$ cat src/rtl/shift_stage_pkg.sv
package shift_stage_pkg;

  // number of storage locations in the chain
  localparam int unsigned STAGE_COUNT = 4;

  // reset value of every location and of the edge bookkeeping
  localparam logic [3:0] STAGES_RESET = 4'h0;
  localparam logic       BIT_RESET    = 1'h0;

  // field positions inside the stage vector
  localparam int unsigned POS_STAGE_ONE   = 0;
  localparam int unsigned POS_STAGE_TWO   = 1;
  localparam int unsigned POS_STAGE_THREE = 2;
  localparam int unsigned POS_STAGE_FOUR  = 3;

  // synchroniser depth for field inputs
  localparam int unsigned SYNC_STAGES = 2;

endpackage : shift_stage_pkg

$ cat src/rtl/four_stage_shift_register.sv
// What this block does
// RL1 - rising-edge pulse output is high one cycle when input first seen on
// RL2 - falling-edge pulse output is high one cycle when input first seen off
// RL3 - shift strobe lasts exactly one cycle per off-to-on shift input edge
// RL4 - first cycle with shift on and edge memory off sets strobe and memory
// RL5 - coil results become visible to contacts only after the cycle ends
// RL6 - next cycle sees edge memory on, drops strobe, strobe updates stages once
// RL7 - no new strobe until shift input returns off
// RL8 - strobe loads stage one from the value input
// RL9 - stages update last to first, each taking its predecessor's old content
// RL10 - rungs evaluate top to bottom, each coil from its own rung
// RL11 - stages hold their state through every cycle without a strobe or a clear
// RL12 - clear input held on forces all four stages off
// RL13 - clear beats a coincident strobe; stages end the cycle off
// RL14 - data moves only from stage one toward stage four, four bits total
// RL15 - true and inverted state of each stage are provided
// RL16 - user should encode reject as zero so an accidental clear rejects all
// RL17 - stages, edge memory, strobe and pulse outputs start off
module four_stage_shift_register #(
  parameter int unsigned STAGES = shift_stage_pkg::STAGE_COUNT
) (
  input  wire logic       clock_i,
  input  wire logic       sys_rst_i,
  input  wire logic       shift_pulse_in_i,
  input  wire logic       value_in_i,
  input  wire logic       clear_in_i,
  output logic [3:0]      stages_o,
  output logic [3:0]      stages_n_o,
  output logic            shift_strobe_o,
  output logic            pulse_out_rise_o,
  output logic            pulse_out_fall_o
);

  // field pins are asynchronous to the scan clock
  logic [2:0] sync1_q;
  logic [2:0] sync1_d;
  logic [2:0] sync2_q;
  logic [2:0] sync2_d;

  // coil state; the registers are the contacts read in the next scan
  logic [3:0] stages_q;
  logic [3:0] stages_d;
  logic       edge_memory_q;
  logic       edge_memory_d;
  logic       shift_strobe_q;
  logic       shift_strobe_d;
  logic       shift_prev_q;
  logic       shift_prev_d;
  logic       rise_q;
  logic       rise_d;
  logic       fall_q;
  logic       fall_d;
  logic [3:0] stages_n_q;
  logic [3:0] stages_n_d;

  logic shift_s;
  logic value_s;
  logic clear_s;

  // the rungs are written out for exactly four locations, so any other depth is refused
  if (STAGES != shift_stage_pkg::STAGE_COUNT)
  begin : g_bad_depth
    $error("stage count must be four");
  end

  // synchroniser next values: second stage reads only the first
  always_comb
  begin
    sync1_d = {clear_in_i, value_in_i, shift_pulse_in_i};
    sync2_d = sync1_q;
  end

  always_ff @(posedge clock_i)
  begin
    if (sys_rst_i)
    begin
      sync1_q <= 3'h0;
      sync2_q <= 3'h0;
    end
    else
    begin
      sync1_q <= sync1_d;
      sync2_q <= sync2_d;
    end
  end

  assign shift_s = sync2_q[0];
  assign value_s = sync2_q[1];
  assign clear_s = sync2_q[2];

  // index helper so every destination field position comes from the package
  function automatic int unsigned package_pos(input int unsigned p);
    package_pos = p;
  endfunction : package_pos

  // one scan: rungs in program order, contacts read last cycle's coils
  always_comb
  begin
    // RL10: top rung first, the strobe rung sees the old edge memory
    shift_strobe_d = shift_s & ~edge_memory_q; // RL4 RL3 RL7
    edge_memory_d  = shift_s;                  // RL4 RL7
    // edge detectors on the pulse generator rungs
    rise_d = shift_s & ~shift_prev_q;          // RL1
    fall_d = ~shift_s & shift_prev_q;          // RL2
    shift_prev_d = shift_s;
    // storage rungs use the strobe contact, i.e. last cycle's coil
    stages_d = stages_q;                       // RL11
    if (shift_strobe_q)                        // RL6 RL5
    begin
      // old values shift up; reading registered stages models last-to-first
      stages_d[package_pos(shift_stage_pkg::POS_STAGE_FOUR)]  = stages_q[2]; // RL9 RL14
      stages_d[package_pos(shift_stage_pkg::POS_STAGE_THREE)] = stages_q[1]; // RL9
      stages_d[package_pos(shift_stage_pkg::POS_STAGE_TWO)]   = stages_q[0]; // RL9
      stages_d[package_pos(shift_stage_pkg::POS_STAGE_ONE)]   = value_s;     // RL8
    end
    // clear rung sits last so it overrides the set path
    if (clear_s)
    begin
      stages_d = shift_stage_pkg::STAGES_RESET; // RL12 RL13
    end
    stages_n_d = ~stages_d;                      // RL15
  end

  // coil states transferred to contacts at end of scan
  always_ff @(posedge clock_i)
  begin
    if (sys_rst_i)
    begin
      stages_q       <= shift_stage_pkg::STAGES_RESET; // RL17
      stages_n_q     <= ~shift_stage_pkg::STAGES_RESET;
      edge_memory_q  <= shift_stage_pkg::BIT_RESET;
      shift_strobe_q <= shift_stage_pkg::BIT_RESET;
      shift_prev_q   <= shift_stage_pkg::BIT_RESET;
      rise_q         <= shift_stage_pkg::BIT_RESET;
      fall_q         <= shift_stage_pkg::BIT_RESET;
    end
    else
    begin
      stages_q       <= stages_d;      // RL5
      stages_n_q     <= stages_n_d;
      edge_memory_q  <= edge_memory_d;
      shift_strobe_q <= shift_strobe_d;
      shift_prev_q   <= shift_prev_d;
      rise_q         <= rise_d;
      fall_q         <= fall_d;
    end
  end

  assign stages_o         = stages_q;
  assign stages_n_o       = stages_n_q;
  assign shift_strobe_o   = shift_strobe_q;
  assign pulse_out_rise_o = rise_q;
  assign pulse_out_fall_o = fall_q;
endmodule : four_stage_shift_register

$ cat config.mk
export PLATFORM = sky130hd
export DESIGN_NAME = four_stage_shift_register
export DESIGN_NICKNAME = d
export VERILOG_FILES = /design/src/rtl/shift_stage_pkg.sv /design/src/rtl/four_stage_shift_register.sv
export SDC_FILE = /design/constraint.sdc
export NUM_CORES = 1
export LEC_CHECK = 0
export CAP_MARGIN = 15
export CELL_PAD_IN_SITES_DETAIL_PLACEMENT = 2
export CELL_PAD_IN_SITES_GLOBAL_PLACEMENT = 2
export CORE_MARGIN = 3
export CORE_UTILIZATION = 25
export DETAILED_ROUTE_END_ITERATION = 7
export DONT_BUFFER_PORTS = 1
export PLACE_DENSITY = 0.67
export SLEW_MARGIN = 0
export SYNTH_ARGS = -nofsm -noshare
export SYNTH_HDL_FRONTEND = slang
export SYNTH_SLANG_ARGS = --single-unit
$ cat constraint.sdc
create_clock -name clock_i -period 1 [get_ports clock_i]
set_input_delay 0.05 -clock clock_i [delete_from_list [all_inputs] [get_ports clock_i]]
set_output_delay 0.05 -clock clock_i [all_outputs]
set_load 0.02 [all_outputs]
; ---- Word level (Yosys, flattened, before mapping)
; Index checks and enable logic that the tools add are counted.
[word_totals]
output_inout_bits = 11
ff_bits = 17
in_bits = 5
[classes]
bitwise_logic = 5
mux = 2
[ops]
columns = operator, n
row1 = 4-bit two-way mux, 2
row2 = 4-bit inverter, 1
row3 = 1-bit AND, 2
row4 = 1-bit inverter, 2

; ---- Depth between registers and ports, before layout
[depth]
depth_word = 3
depth_mapped = 2
depth_no_buf = 2

; ---- Worst setup path before layout
; Ideal clock, no wire load.
[synth_timing]
path_type = register to register
startpoint = register, netlist name pulse_out_rise_o
endpoint = register stages_q[0] (netlist: stages_o[0])
period_less_slack_ps = 1139
stages_incl_launch_ff = 3
n_path_buf = 0
arrival_ps = 1024
slack_ps = -139
path_cell_list = dfxtp_1 > mux2_2 > and2_1
[synth_rtl]
columns = element, line
row1 = to (signal assigned), four_stage_shift_register.sv:129  ; stages_q <= shift_stage_pkg::STAGES_RESET;
row2 = to (signal assigned), four_stage_shift_register.sv:139  ; stages_q <= stages_d;
row3 = to (decl), four_stage_shift_register.sv:41  ; logic [3:0] stages_q;

==> results.md <==
- Crit path time final: 0.9826 ns
- Drt drc: 0
- Core Util, Final: 35.49%
- Core area: 0.001802 mm2
- Synth cell types: 9
- CP max stage delay: 0.39 ns
- GP Congestion: 0.6004
- Combinational Power Share: 4.0%
- Critical Path Slowest Stage Cell: dfxtp_4
- Post-synthesis adder-cell area fraction: 0%
- Post-synth top area cell: dfxtp_1
- Layout Nets: 59
- Data required, critical path: 1.18 ns
- Worst-Skew Late Latency: 0.28 ns
- Wire length per cell: 12.19 um
- Pins Over Slew Limit: 0
- Syn_nets: 45
- Critical Path Start Type: register
- Power per cell area: 1708 mW/mm2
- Vias in the first global route: 380
- Compound-gate portion of the synthesized area: 0%
- DR pass1 iterations: 3
- Top-area cell type share of the netlist area: 68.17%
- TritonCTS buffer count: 3
- Most frequent cells in the layout: dfxtp_1 (16), buf_4 (6)
- Mux share of post-synthesis cell area: 9.023%
- Vias per cell: 3.987
- Status: finished clean
- Placed cell count: 70
- Hpwl dp: 697.2 um
- Syn-to-layout area delta: 28.07%
- First-pass GRT wire length: 1.766 mm
- Final instance area: 639.4 um2
- Tcrit/Tclk final: 98.26%
- Post CTS Setup Buffer Count: 0
- Post-DRT Antenna Nets: 0
- Critical Path AT: 1.16 ns
- Relative slew slack: 83.45%
- Capturing element type of the critical path: register
- DRT iter0 DRCs: 5
- Root Buffer: clkbuf_4
- Initial core utilization: 27.71%
- Sequential fraction of design power: 63.8%
- Area post-placement: 571.8 um2
- Switch share: 20.92%
- Worst-path maximum fanout: 5
- Non-filler cells, final: 78
- Via count: 311
- Cell-by-cell trace of the critical path: mux2_2, and2_1
- TritonCTS Sinks: 17
- Largest net degree at the start of global routing: 11
- GRT Util Overall: 9.491%
- Slew @ Worst Pin: 0.2474 ns
- # IOs: 16
- Post-synthesis simple-gate area fraction: 21.30%
- Xor/xnor cell area share of the yosys netlist: 0%
- DIE HEIGHT: 50.69 um
- Clock Skews: 0.004190 ns
- RSZ-0062 raised after global routing: yes
- Clk pwr share: 32.2%
- Layout cell share with drive strength beyond 1: 28.30%
- Sw power: 228.4 uW
- IO buf count: 0
- Hold WC Path Type: in -> reg
- Syn Inst Count: 40
- Die ar.: 0.002569 mm2
- H-tree Lvls: 1
- Pint: 863.5 uW
- Worst vdd ir: 0.6886 mV
- Synth Cell Area: 499.2 um2
- Total wire length: 951 um
- Yosys synthesis warning count: 0
- Synth Register Bits: 17
- CTS max path bufs: 2
- Endpoints failing setup: 0
- Final Hold Fails: 0
- Avg Synthesized Cell Area: 12.48 um2
- Main combinational cell family by area after synthesis: simple AND/OR/NAND/NOR gates
- Critical path type: reg -> reg
- Largest cells by area after synthesis: dfxtp_1 (68%), mux2_2 (9.0%), and2b_1 (6.0%)
- CTS tree: built
- Commonest non-fill, non-tap cell in the layout: dfxtp_1
- Fmax achieved: 1018 MHz
- Row count: 15
- Max_cap viols: 0
- Initial antenna violation count: 0
- Clock-pin slew on the worst setup and hold paths: 0.09 ns
- Congestion Overflow GR: 0
- Seq/Total Area, Yosys: 68.17%
- Leakage Power: 0.0002757 uW
- Diodes inserted: 0
- DIE WIDTH: 50.69 um
power by group through the flow:
stage | Clock (uW) | Combinational [uW] | Sequential, uW
final | 351 | 44.0 | 696
after global routing | 402 | 50.3 | 700
after CTS | 369 | 45.4 | 697
after detailed placement | 0 | 29.5 | 712
after global placement | 0 | 27.7 | 711
after floorplan | 0 | 19.3 | 712
worst max-delay path: cells and delay by family, from the launching register on:
kind | cells | cell delay [ns]
muxes | 1 | 0.34
DFF | 1 | 0.39
and+or+nand+nor | 1 | 0.15
flip-flops by register name, summed over array words and instances, names as in the netlist:
name and cells:
sync2_q 3, sync1_q 3, pulse_out_fall_o 1, stages_n_o 4, stages_o 4, shift_prev_q 1
pulse_out_rise_o 1
cell type report:
class / count / area [um2]
Tap cell: 25 / 31.28
Clock buffer: 3 / 22.52
Fill cell: 201 / 1162
Clock inverter: 1 / 5.005
Sequential cell: 17 / 344.1
Timing Repair Buffer: 10 / 85.08
Multi-Input combinational cell: 22 / 151.4
cell families (layout without fill, tap and decap cells):
kind of cell,Yosys count,after routing
muxes,4,4
and+or+nand+nor,18,18
buffers and inverters,1,14
DFF,17,17
stage by stage:
stage               power, uW  setup slack [ns]  hold WS, ns  TNS [ns]
floorplan               731.1           0.01342       0.1216         0
global placement        738.3           0.05406       0.1233         0
detailed placement      741.8           0.01430       0.1249         0
CTS                      1112          0.003103      0.01749         0
global route             1152          -0.02645      0.02732  -0.09112
finish                   1092           0.01736      0.02152         0
path summary, 6_finish.rpt:
path               startpoint                to  slack (ns)  depth (start not counted)
min reg2reg      shift_prev_q  pulse_out_rise_o        0.42                          1
min                 sys_rst_i     stages_n_o[0]        0.02                          3
max reg2reg  pulse_out_rise_o       stages_o[0]        0.02                          2
max          pulse_out_rise_o       stages_o[0]        0.02                          2
synthesized netlist by cell type:
cell     count
mux2_2       4
nor2b_1      4
buf_4        1
dfxtp_1     17
nor2_1       1
and2_1       4
nand2_1      4
and2b_1      4
nor3b_1      1
layer usage:
| layer | global-route usage, % | up-vias | routed length (um) |
|---|---|---|---|
| met5 | 0 | - | 0 |
| li1 | - | 149 | - |
| met4 | 5.830 | 0 | 5 |
| met2 | 17.39 | 12 | 538 |
| met3 | 3.264 | 2 | 84 |
| met1 | 8.909 | 148 | 322 |
repair_timing:
| item | CTS | global route |
|---|---|---|
| resized for setup | 0 | 0 |
| hold buffers | 4 | 0 |
| endpoints found under the setup margin | 0 | 4 |
| endpoints found under the hold margin | 9 | 0 |
No activity file was read; power rests on OpenSTA's default activity.
